--- config.mk ---
export PLATFORM = sky130hd
export DESIGN_NAME = mptb_top
export DESIGN_NICKNAME = d
export VERILOG_FILES = /design/src/mptb_pkg.sv /design/src/mptb_scaler.sv /design/src/mptb_top.sv
export SDC_FILE = /design/constraint.sdc
export NUM_CORES = 1
export LEC_CHECK = 0
export BUFFER_PORTS_ARGS = -buffer_cell sky130_fd_sc_hd__buf_2
export CORE_MARGIN = 1
export CORE_UTILIZATION = 51
export CTS_CLUSTER_SIZE = 25
export DETAILED_ROUTE_END_ITERATION = 6
export GPL_ROUTABILITY_DRIVEN = 1
export GPL_TIMING_DRIVEN = 0
export PLACE_DENSITY = 0.71
export SYNTH_ARGS = -nofsm -noshare
export SYNTH_HDL_FRONTEND = slang
export SYNTH_HIERARCHICAL = 1
export SYNTH_SLANG_ARGS = --single-unit
--- constraint.sdc ---
create_clock -name MCLK -period 5.4 [get_ports MCLK]
set_input_delay 1.08 -clock MCLK [delete_from_list [all_inputs] [get_ports MCLK]]
set_output_delay 1.08 -clock MCLK [all_outputs]
set_load 0.05 [all_outputs]
--- src/mptb_pkg.sv ---
// package for the motor pwm time base: register map, field layout, types
// assumes a single 50 MHz clock domain and an axi4-lite register port
package mptb_pkg;
   // ==========================================================
   // register byte offsets
   localparam logic [4:0] MPTB_OFS_CTRL = 5'h00;
   localparam logic [4:0] MPTB_OFS_COUNT = 5'h04;
   localparam logic [4:0] MPTB_OFS_PERIOD = 5'h08;
   localparam logic [4:0] MPTB_OFS_STATUS = 5'h0C;
   localparam logic [4:0] MPTB_OFS_CLEAR = 5'h10;
   localparam logic [4:0] MPTB_OFS_ENABLE = 5'h14;
   // ==========================================================
   // control and count register fields
   localparam int MPTB_CTRL_ON_BIT = 15;
   localparam int MPTB_CTRL_OPS_LSB = 4;
   localparam int MPTB_CTRL_CKPS_LSB = 2;
   localparam int MPTB_CTRL_MOD_LSB = 0;
   localparam int MPTB_COUNT_DIR_BIT = 15;
   // status / enable bits
   localparam int MPTB_EV_BIT = 0;
   localparam int MPTB_EV_PERIOD_BIT = 1;
   localparam int MPTB_EV_ZERO_BIT = 2;
   localparam int MPTB_NUM_EV = 3;
   // ==========================================================
   // reset values and bus response codes
   localparam logic [14:0] MPTB_PERIOD_RST = 15'h0000;
   localparam logic [14:0] MPTB_COUNT_RST = 15'h0000;
   localparam logic [1:0] MPTB_RESP_OKAY = 2'h0;
   localparam logic [1:0] MPTB_RESP_SLVERR = 2'h2;
   // ==========================================================
   // counting modes
   typedef enum logic [1:0] {
      MPTB_FREE = 2'h0,
      MPTB_SINGLE = 2'h1,
      MPTB_UPDN = 2'h2,
      MPTB_DOUBLE = 2'h3
   } mptb_mode_e;
   // control fields travel together
   typedef struct packed {
      logic on;
      mptb_mode_e mode;
      logic [1:0] ckps;
      logic [3:0] ops;
   } mptb_ctrl_s;
   // bus slave state machine
   typedef enum logic [2:0] {
      MPTB_IDLE = 3'b001,
      MPTB_WRESP = 3'b010,
      MPTB_RRESP = 3'b100
   } mptb_bus_e;
endpackage : mptb_pkg

--- src/mptb_scaler.sv ---
// programmable divider for the time base clock enable and match output
// assumes clear and tick come from the same clock domain
`timescale 1ns/10ps
module mptb_scaler
   import mptb_pkg::*;
#(
   parameter int WIDTH = 6
) (
   // clock and reset
   input wire logic clk,
   input wire logic rst_n,
   // control
   input wire logic clr,
   input wire logic tick,
   input wire logic [WIDTH-1:0] limit,
   // result
   output logic pulse
);
   if (WIDTH < 1 || WIDTH > 16) begin : g_width_chk
      $error("mptb_scaler width out of range");
   end
   typedef struct packed {
      logic [WIDTH-1:0] cnt;
   } mptb_sc_s;
   mptb_sc_s st_q, st_d;
   // a pulse leaves on the tick that completes the ratio
   always_comb begin
      st_d = st_q;
      pulse = 1'b0;
      if (clr) begin
         st_d.cnt = '0;
      end else if (tick) begin
         if (st_q.cnt >= limit) begin
            st_d.cnt = '0;
            pulse = 1'b1;
         end else begin
            st_d.cnt = st_q.cnt + WIDTH'(1);
         end
      end
   end
   always_ff @(posedge clk or negedge rst_n) begin
      if (!rst_n) begin
         st_q <= '0;
      end else begin
         st_q <= st_d;
      end
   end
endmodule // mptb_scaler

--- src/mptb_top.sv ---
// motor pwm time base: 15-bit counter, prescaler, postscaler, four modes
// assumes an axi4-lite master on MCLK and an interrupt controller that
// latches the one-cycle event pulse
`timescale 1ns/10ps
// Notes on behaviour
// - 15-bit counter, prescaled input clock, postscaled match output.
// - count bit 15 reads direction, 1 when counting down, not writable.
// - on bit starts counter; clearing it holds the count.
// - at period match, next counter clock resets or reverses by mode.
// - zero period stops counting and suppresses all events.
// - a zero period is not updated; software disables first.
// - two-bit mode selects free, single-shot, up/down, double update.
// - events depend on mode and four-bit postscale select.
// - free mode counts up, resets after match, repeats while on.
// - mode 00 event at each match reset, postscaler divides.
// - single-shot counts up, resets after match, hardware clears on.
// - mode 01 one event at the match, postscaler ignored.
// - mode 10 turns down after match, event at zero, postscaled.
// - mode 11 events at zero and at match, postscaler ignored.
// - prescaler 1,4,16,64; cleared on count/control write or reset.
// - postscaler 1..16, cleared on count/control write or reset.
module mptb_top
   import mptb_pkg::*;
#(
   parameter int CNT_W = 15
) (
   // clock and reset
   input wire logic MCLK,
   input wire logic RSTN,
   // axi4-lite write address and data
   input wire logic [4:0] AWADDR,
   input wire logic AWVALID,
   output logic AWREADY,
   input wire logic [31:0] WDATA,
   input wire logic [3:0] WSTRB,
   input wire logic WVALID,
   output logic WREADY,
   // axi4-lite write response
   output logic [1:0] BRESP,
   output logic BVALID,
   input wire logic BREADY,
   // axi4-lite read
   input wire logic [4:0] ARADDR,
   input wire logic ARVALID,
   output logic ARREADY,
   output logic [31:0] RDATA,
   output logic [1:0] RRESP,
   output logic RVALID,
   input wire logic RREADY,
   // events to the rest of the pwm and interrupt controller
   output logic EVENT_FLAG,
   output logic PERIOD_MATCH,
   output logic COUNT_DOWN,
   output logic IRQ
);
   if (CNT_W != 15) begin : g_width_chk
      $error("mptb_top supports a 15-bit counter only");
   end

   // ==========================================================
   // reset release
   logic [1:0] rst_sync_q;
   logic rst_n;
   always_ff @(posedge MCLK or negedge RSTN) begin
      if (!RSTN) begin
         rst_sync_q <= 2'b00;
      end else begin
         rst_sync_q <= {rst_sync_q[0], 1'b1};
      end
   end
   assign rst_n = rst_sync_q[1];

   // ==========================================================
   // all state of the block except the reset synchronizer and the two scaler counters
   typedef struct packed {
      mptb_bus_e bus;
      logic [4:0] awaddr;
      logic aw_got;
      logic [31:0] wdata;
      logic [3:0] wstrb;
      logic w_got;
      logic [1:0] bresp;
      logic [31:0] rdata;
      logic [1:0] rresp;
      mptb_ctrl_s ctrl;
      logic [CNT_W-1:0] count;
      logic dir;
      logic [CNT_W-1:0] period;
      logic [CNT_W-1:0] period_buf;
      logic [MPTB_NUM_EV-1:0] status;
      logic [MPTB_NUM_EV-1:0] enable;
      logic event_flag;
      logic match_out;
      logic irq;
   } mptb_st_s;
   mptb_st_s st_q, st_d;

   // prescaler limit decode, shared by the divider instance
   function automatic logic [5:0] ckps_limit(input logic [1:0] sel);
      unique case (sel)
         2'd0: ckps_limit = 6'h00;
         2'd1: ckps_limit = 6'h03;
         2'd2: ckps_limit = 6'h0F;
         default: ckps_limit = 6'h3F;
      endcase
   endfunction

   // write data merged by byte strobes onto a 16-bit register
   function automatic logic [15:0] merge16(input logic [15:0] old,
                                           input logic [31:0] wd,
                                           input logic [3:0] be);
      merge16 = old;
      if (be[0]) merge16[7:0] = wd[7:0];
      if (be[1]) merge16[15:8] = wd[15:8];
   endfunction

   // ==========================================================
   // prescaler and postscaler
   logic wr_fire;
   logic wr_ctrl;
   logic wr_count;
   logic scaler_clr;
   logic cnt_tick;
   logic match_ev;
   logic post_pulse;
   assign scaler_clr = wr_ctrl | wr_count;

   mptb_scaler #(.WIDTH(6)) u_pre (
      .clk(MCLK),
      .rst_n(rst_n),
      .clr(scaler_clr),
      .tick(st_q.ctrl.on),
      .limit(ckps_limit(st_q.ctrl.ckps)),
      .pulse(cnt_tick)
   );

   mptb_scaler #(.WIDTH(4)) u_post (
      .clk(MCLK),
      .rst_n(rst_n),
      .clr(scaler_clr),
      .tick(match_ev),
      .limit(st_q.ctrl.ops),
      .pulse(post_pulse)
   );

   // ==========================================================
   // counter, bus slave and interrupt logic
   logic at_match;
   logic at_zero;
   logic run;
   logic raw_ev;
   logic ev_any;
   logic [MPTB_NUM_EV-1:0] ev_set;
   logic [15:0] tmp16;

   assign at_match = (st_q.count == st_q.period);
   assign at_zero = (st_q.count == '0) && st_q.ctrl.mode[1]; // up/down and double update modes only
   assign run = cnt_tick && (st_q.period != '0);
   assign wr_fire = (st_q.bus == MPTB_IDLE) && st_q.aw_got && st_q.w_got;
   assign wr_ctrl = wr_fire && (st_q.awaddr == MPTB_OFS_CTRL);
   assign wr_count = wr_fire && (st_q.awaddr == MPTB_OFS_COUNT);

   // match event feeding the postscaler: free and up/down turn points
   always_comb begin
      match_ev = 1'b0;
      if (run) begin
         unique case (st_q.ctrl.mode)
            MPTB_FREE: match_ev = at_match && !st_q.dir;
            MPTB_UPDN: match_ev = at_zero && st_q.dir;
            default: match_ev = 1'b0;
         endcase
      end
   end

   // raw event without postscaling for single and double update modes
   always_comb begin
      raw_ev = 1'b0;
      if (run) begin
         unique case (st_q.ctrl.mode)
            MPTB_SINGLE: raw_ev = at_match;
            MPTB_DOUBLE: raw_ev = at_match || (at_zero && st_q.dir);
            default: raw_ev = 1'b0;
         endcase
      end
   end
   assign ev_any = raw_ev | post_pulse;
   assign ev_set = {at_zero & run & st_q.dir, at_match & run, ev_any};

   always_comb begin
      st_d = st_q;
      tmp16 = 16'h0000;
      st_d.event_flag = ev_any;
      st_d.match_out = run && at_match;
      // counter step on each prescaled tick
      if (run) begin
         unique case (st_q.ctrl.mode)
            MPTB_FREE: begin
               st_d.dir = 1'b0;
               st_d.count = at_match ? '0 : st_q.count + 15'h0001;
            end
            MPTB_SINGLE: begin
               st_d.dir = 1'b0;
               if (at_match) begin
                  st_d.count = '0;
                  st_d.ctrl.on = 1'b0;
               end else begin
                  st_d.count = st_q.count + 15'h0001;
               end
            end
            default: begin
               // up/down: reverse at the period and at zero
               if (!st_q.dir && at_match) begin
                  st_d.dir = 1'b1;
                  st_d.count = st_q.count - 15'h0001;
               end else if (st_q.dir && at_zero) begin
                  st_d.dir = 1'b0;
                  st_d.count = st_q.count + 15'h0001;
               end else begin
                  st_d.count = st_q.dir ? st_q.count - 15'h0001
                                        : st_q.count + 15'h0001;
               end
            end
         endcase
      end
      // period buffer load at the documented instants; a zero live
      // period never reloads while running, since the counter stops
      if (!st_q.ctrl.on) begin
         st_d.period = st_q.period_buf;
      end else if (run && st_q.period != '0) begin
         if ((st_q.ctrl.mode inside {MPTB_FREE, MPTB_SINGLE}) && at_match) begin
            st_d.period = st_q.period_buf;
         end else if (!(st_q.ctrl.mode inside {MPTB_FREE, MPTB_SINGLE})
                      && at_zero) begin
            st_d.period = st_q.period_buf;
         end
      end
      // sticky status; hardware set wins over software clear
      st_d.status = st_q.status | ev_set;
      // bus channel capture
      if (AWVALID && AWREADY) begin
         st_d.awaddr = AWADDR;
         st_d.aw_got = 1'b1;
      end
      if (WVALID && WREADY) begin
         st_d.wdata = WDATA;
         st_d.wstrb = WSTRB;
         st_d.w_got = 1'b1;
      end
      unique case (st_q.bus)
         MPTB_IDLE: begin
            if (wr_fire) begin
               st_d.aw_got = 1'b0;
               st_d.w_got = 1'b0;
               st_d.bresp = MPTB_RESP_OKAY;
               st_d.bus = MPTB_WRESP;
               unique case (st_q.awaddr)
                  MPTB_OFS_CTRL: begin
                     tmp16 = merge16({st_q.ctrl.on, 7'h00, st_q.ctrl.ops,
                                      st_q.ctrl.ckps, st_q.ctrl.mode},
                                     st_q.wdata, st_q.wstrb);
                     st_d.ctrl.on = tmp16[MPTB_CTRL_ON_BIT];
                     st_d.ctrl.ops = tmp16[MPTB_CTRL_OPS_LSB +: 4];
                     st_d.ctrl.ckps = tmp16[MPTB_CTRL_CKPS_LSB +: 2];
                     st_d.ctrl.mode =
                        mptb_mode_e'(tmp16[MPTB_CTRL_MOD_LSB +: 2]);
                  end
                  MPTB_OFS_COUNT: begin
                     tmp16 = merge16({1'b0, st_q.count}, st_q.wdata,
                                     st_q.wstrb);
                     st_d.count = tmp16[CNT_W-1:0]; // direction ignored
                  end
                  MPTB_OFS_PERIOD: begin
                     tmp16 = merge16({1'b0, st_q.period_buf}, st_q.wdata,
                                     st_q.wstrb);
                     st_d.period_buf = tmp16[CNT_W-1:0];
                  end
                  MPTB_OFS_CLEAR: begin
                     st_d.status = (st_q.status
                        & ~st_q.wdata[MPTB_NUM_EV-1:0]) | ev_set;
                  end
                  MPTB_OFS_ENABLE: begin
                     st_d.enable = st_q.wdata[MPTB_NUM_EV-1:0];
                  end
                  MPTB_OFS_STATUS: ;
                  default: st_d.bresp = MPTB_RESP_SLVERR;
               endcase
            end else if (ARVALID) begin
               st_d.bus = MPTB_RRESP;
               st_d.rresp = MPTB_RESP_OKAY;
               unique case (ARADDR)
                  MPTB_OFS_CTRL: st_d.rdata = {16'h0000, st_q.ctrl.on,
                     7'h00, st_q.ctrl.ops, st_q.ctrl.ckps, st_q.ctrl.mode};
                  MPTB_OFS_COUNT: st_d.rdata =
                     {16'h0000, st_q.dir, st_q.count};
                  MPTB_OFS_PERIOD: st_d.rdata = {17'h0_0000, st_q.period_buf};
                  MPTB_OFS_STATUS: st_d.rdata = {29'h0, st_q.status};
                  MPTB_OFS_ENABLE: st_d.rdata = {29'h0, st_q.enable};
                  MPTB_OFS_CLEAR: st_d.rdata = 32'h0000_0000;
                  default: begin
                     st_d.rdata = 32'h0000_0000;
                     st_d.rresp = MPTB_RESP_SLVERR;
                  end
               endcase
            end
         end
         MPTB_WRESP: if (BREADY) st_d.bus = MPTB_IDLE;
         MPTB_RRESP: if (RREADY) st_d.bus = MPTB_IDLE;
         default: st_d.bus = MPTB_IDLE;
      endcase
      st_d.irq = |(st_d.status & st_d.enable);
   end

   always_ff @(posedge MCLK or negedge rst_n) begin
      if (!rst_n) begin
         st_q <= '0;
         st_q.bus <= MPTB_IDLE;
         st_q.count <= MPTB_COUNT_RST;
         st_q.period <= MPTB_PERIOD_RST;
         st_q.period_buf <= MPTB_PERIOD_RST;
      end else begin
         st_q <= st_d;
      end
   end

   // ==========================================================
   // outputs, all from flip-flops
   assign AWREADY = (st_q.bus == MPTB_IDLE) && !st_q.aw_got;
   assign WREADY = (st_q.bus == MPTB_IDLE) && !st_q.w_got;
   assign ARREADY = (st_q.bus == MPTB_IDLE) && !(st_q.aw_got && st_q.w_got);
   assign BVALID = st_q.bus[1];
   assign BRESP = st_q.bresp;
   assign RVALID = st_q.bus[2];
   assign RDATA = st_q.rdata;
   assign RRESP = st_q.rresp;
   assign EVENT_FLAG = st_q.event_flag;
   assign PERIOD_MATCH = st_q.match_out;
   assign COUNT_DOWN = st_q.dir;
   assign IRQ = st_q.irq;
endmodule // mptb_top

# Word level (Yosys, flattened, before mapping)
# Cells that the tools add are included.
# word_totals
input_bits	53
reg_bits	140
word_cells	175
# op_classes
addsub	4
magnitude_cmp	2
n_mux	58
eq_ne	27
bitwise_logic	11
reduce_logical	46
# ops
cell	count
two-way mux 15 bit	8
case mux 16 bit (5 select lines)	1
two-way mux 34 bit	2
two-way mux 61 bit	1
two-way mux 16 bit	3
two-way mux 6 bit	5
two-way mux 24 bit	1
two-way mux 8 bit	3
two-way mux 3 bit	7
equality test 5 x 4 -> 1 bit, second input constant	4
equality test 5 bit, second input constant	4
logical AND 1 bit	18
case mux 6 bit (3 select lines)	1
two-way mux 1 bit	16
adder 15 x 1 -> 15 bit, second input constant	1
equality test 15 bit	1
zero test 15 bit	1
nonzero test 15 bit	1
subtractor 15 x 1 -> 15 bit, second input constant	1
two-way mux 4 bit	3
!= test 4 bit, second input constant	3
AND reduction 4 bit	3
OR reduction 6 bit	2
equality test 5 x 3 -> 1 bit, second input constant	2
34 further kinds	56

# Depth between registers and ports, before layout
# logic_depth
word_depth	17
mapped_depth	13
mapped_depth_nobuf	12

# By module
# The synthesis kept the hierarchy.
# modules_own_cells
mod	cells_each	instances	seq_area_each_um2	area_per_inst_um2
mptb_top	597	1	2803.9	6339.8
mptb_scaler (u_pre)	50	1	150.1	467.9
mptb_scaler (u_post)	35	1	100.1	342.8

# Worst setup path after synthesis
# Ideal clock, no wire load.
# synth_path
path_kind	register -> register
from	register st_q (netlist bit BVALID)
to	register st_q (netlist bit IRQ)
synth_period_minus_slack_ps	3237
path_buffers	1
path_slack_ps	2163
path_stages_with_launch	12
required_ps	5274
arrival_time_ps	3111
setup_ps	126
cell_sequence	dfrtp_1 > nand4b_1 > or4_4 > nor2_1 > buf_2 > nor3_1 > o41ai_4 > nor3_1 > nor4b_1 > a31oi_1 > nand2_1 > a221o_1
# synth_lines
element	line_no	rtl
from (decl)	mptb_top.sv:96	mptb_st_s st_q, st_d;
from (signal assigned)	mptb_top.sv:321	st_q <= st_d;

==> metrics.txt <==
combinational share of power=0.355; CP arrival=4.57 ns; IO Count=98; Via Count=5636; Max stage delay cell, worst path=nor3_1; YS warnings=6; Post-synth EDFFs=0; core area=13450 um^2; routed len/inst=18.79 um; Worst Setup Start Kind=register; hpwl dp=13.46 mm; post-synth top area cell=dfrtp_1; CTS tree=built; switching power share of the total=0.3796; Layout Area Growth over Synthesis=16.99%; Synth Instances=682; Post-layout nets=846; via/cell ratio=5.828; CP most frequent cell=nor3_1; crit path cell chain=or2_2, ha_1, nand2b_1, a21oi_2, o221a_1, nor3_1, o41ai_4, nor3_1, nor4b_1, a31oi_1, nand2_1, a221o_1; total length of routed wires=18.17 mm; post-CTS sizing=0; Leak Pwr=3.943 nW; Initial Util=0.5315; Setup crit end kind=register; fmax=238.0 MHz; Pint=0.002517 W; top cells by area, synth=dfrtp_1, mux2_2, buf_4; 1st-iter DRT viols=476; Die Height=120.4 um; clock-pin slew on the worst setup and hold paths=0.06 ns; Post-CTS Setup Inserts=0; GRT overflow=0; Tot GR Track Use=0.2711; root buffer cell=clkbuf_16; Seq pwr share=0.357; die area=14500 um^2; Unique masters post-synth=83; asr flop ratio synth=1.000; post-route ant nets=0; VDD IR-drop max=435.6 uV; commonest cells after routing, fill and taps aside=dfrtp_1, buf_2, nand2_1; worst-skew pair later-pin latency=0.43 ns; commonest non-fill, non-tap cell in the layout=dfrtp_1; I/O Buffers=59; drt first pass iters=7; MaxCap Viol Count=0; CTS buffer count=17; initial antenna violation count=0; clock sink total=122; CP max stage delay=0.85 ns; Worst slew margin=0.1057; Setup violations, final=0; ANT cells=0; Chip Width=120.4 um; synthesized cell area=7151 um^2; RSZ-0062 raised after global routing=no; share of layout cells above drive strength 1=0.3059; GPL Wtd Cong=0.9107; hold buffers post-CTS=0; final hold viol count=0; Hold WS=0.3520 ns; syn_area_per_cell=10.48 um^2; Fin Setup TNS=0 ns; Slew Viols, Final=0; post-synthesis sequential area ratio=0.4271; Tcrit/Tclk final=0.7781; main flop type after synthesis=dfrtp_1; row count=42; Worst Path Required=5.77 ns; Residual DRC=0; Clk pwr share=0.288; Inst Count DP=935; first-pass GRT wire length=29.90 mm; status=completed; worst slew pin tran=1.331 ns; P per Cell Area=484.9 nW/um^2; Layout Skew=0.009113 ns; P_sw=0.001540 W; H-tree depth=4; final critical-path required period=4.202 ns; Seq cells post-synth=122; Hold WC Path Type=reg -> reg; largest net degree at the start of global routing=74; Non-Filler Instances=967; post-synth top area share=0.4234; vias in the first global route=5687; clock buffer depth=2; Crit Path Class=reg -> reg; Worst Path Max Fanout=9
==> registers in the layout (all words and copies together) (netlist names) <==
signal / cells
u_post/st_q: 4
EVENT_FLAG: 1
RVALID: 1
st_q: 86
PERIOD_MATCH: 1
BRESP: 1
COUNT_DOWN: 1
u_pre/st_q: 6
BVALID: 1
IRQ: 1
RRESP: 1
RDATA: 16
rst_sync_q: 2
==> stage by stage <==
step                      total power [W]  setup WS [ns]    util  cell area, um^2
after floorplan                  0.002496          1.751       -             7214
after global placement           0.002825         0.5281  0.5746             7730
after detailed placement         0.002881          1.294  0.5769             7761
after CTS                        0.004059          1.252  0.6218             8366
after global routing             0.004268         0.9846  0.6218             8366
final                            0.004057          1.198  0.6218             8366
==> worst paths after layout <==
path | startpoint | end | slack, ns | depth (start not counted)
setup / recovery | st_q[60]$_DFFE_PN0P_ | IRQ$_DFF_PN0_ | 1.20 | 12
hold / removal | rst_sync_q[0]$_DFF_PN0_ | rst_sync_q[1]$_DFF_PN0_ | 0.35 | 0
setup reg to reg | st_q[60]$_DFFE_PN0P_ | IRQ$_DFF_PN0_ | 1.20 | 12
hold reg to reg | rst_sync_q[0]$_DFF_PN0_ | rst_sync_q[1]$_DFF_PN0_ | 0.35 | 0
max in group asynchronous | rst_sync_q[1]$_DFF_PN0_ | RDATA[3]$_DFFE_PN0P_ | 4.25 | 1
min in group asynchronous | rst_sync_q[1]$_DFF_PN0_ | st_q[118]$_DFFE_PN0P_ | 0.36 | 0
==> cell type report <==
type	count	area, um^2
fillers	1152	5087
repair buffers	60	322.8
well taps	176	220.2
flip-flops and latches	122	3058
inverters	22	82.58
clock buffers	20	456.7
plain buffers	73	509.2
multi-input cells	482	3568
clock inverters	12	147.6
==> worst max-delay path, delay by kind of cell (launching register included) <==
kind | cells | cell delay (ns)
adders and majority gates | 1 | 0.27
AOI/OAI and AO/OA | 5 | 0.99
and+or+nand+nor | 6 | 2.44
DFF | 1 | 0.42
==> logic make-up after synthesis <==
family                     Yosys count  share of synthesized area
xor gates and xnor gates            25                    0.03062
other                                2                   0.001050
buffers and inverters               95                    0.08277
and+or+nand+nor                    201                     0.1599
AOI/OAI and AO/OA                  142                     0.1438
adders and majority gates           15                    0.02625
muxes                               80                     0.1284
DFF                                122                     0.4271
==> Yosys cell counts (8+ instances only) <==
cell type / number
o21ai_0: 35
mux2_2: 49
a22oi_1: 13
clkbuf_1: 20
mux2_4: 10
o211ai_1: 8
nor2_1: 35
nand3_1: 12
dfrtp_1: 121
nand4_1: 9
nand2_1: 55
xor2_1: 20
ha_1: 15
a21oi_1: 29
inv_1: 22
nor3_1: 17
buf_4: 37
mux2i_1: 16
==> power groups by stage <==
stage | combinational [W] | clock [W] | sequential, W
finish | 0.00144 | 0.00117 | 0.00145
floorplan | 0.00113 | 0 | 0.00137
global route | 0.00157 | 0.00122 | 0.00148
detailed placement | 0.00142 | 0 | 0.00146
global placement | 0.00137 | 0 | 0.00145
CTS | 0.00143 | 0.00118 | 0.00144
==> per-layer routing <==
metal / GRT usage / part of all wire / vias to the layer above
met3: 0.05472 / 0.058 / 37
met1: 0.3598 / 0.45 / 2787
met5: 0 / 0 / -
met4: 0.1119 / 0.023 / 0
li1: - / - / 2617
met2: 0.4335 / 0.47 / 195
(Power assumes the default switching activity.)
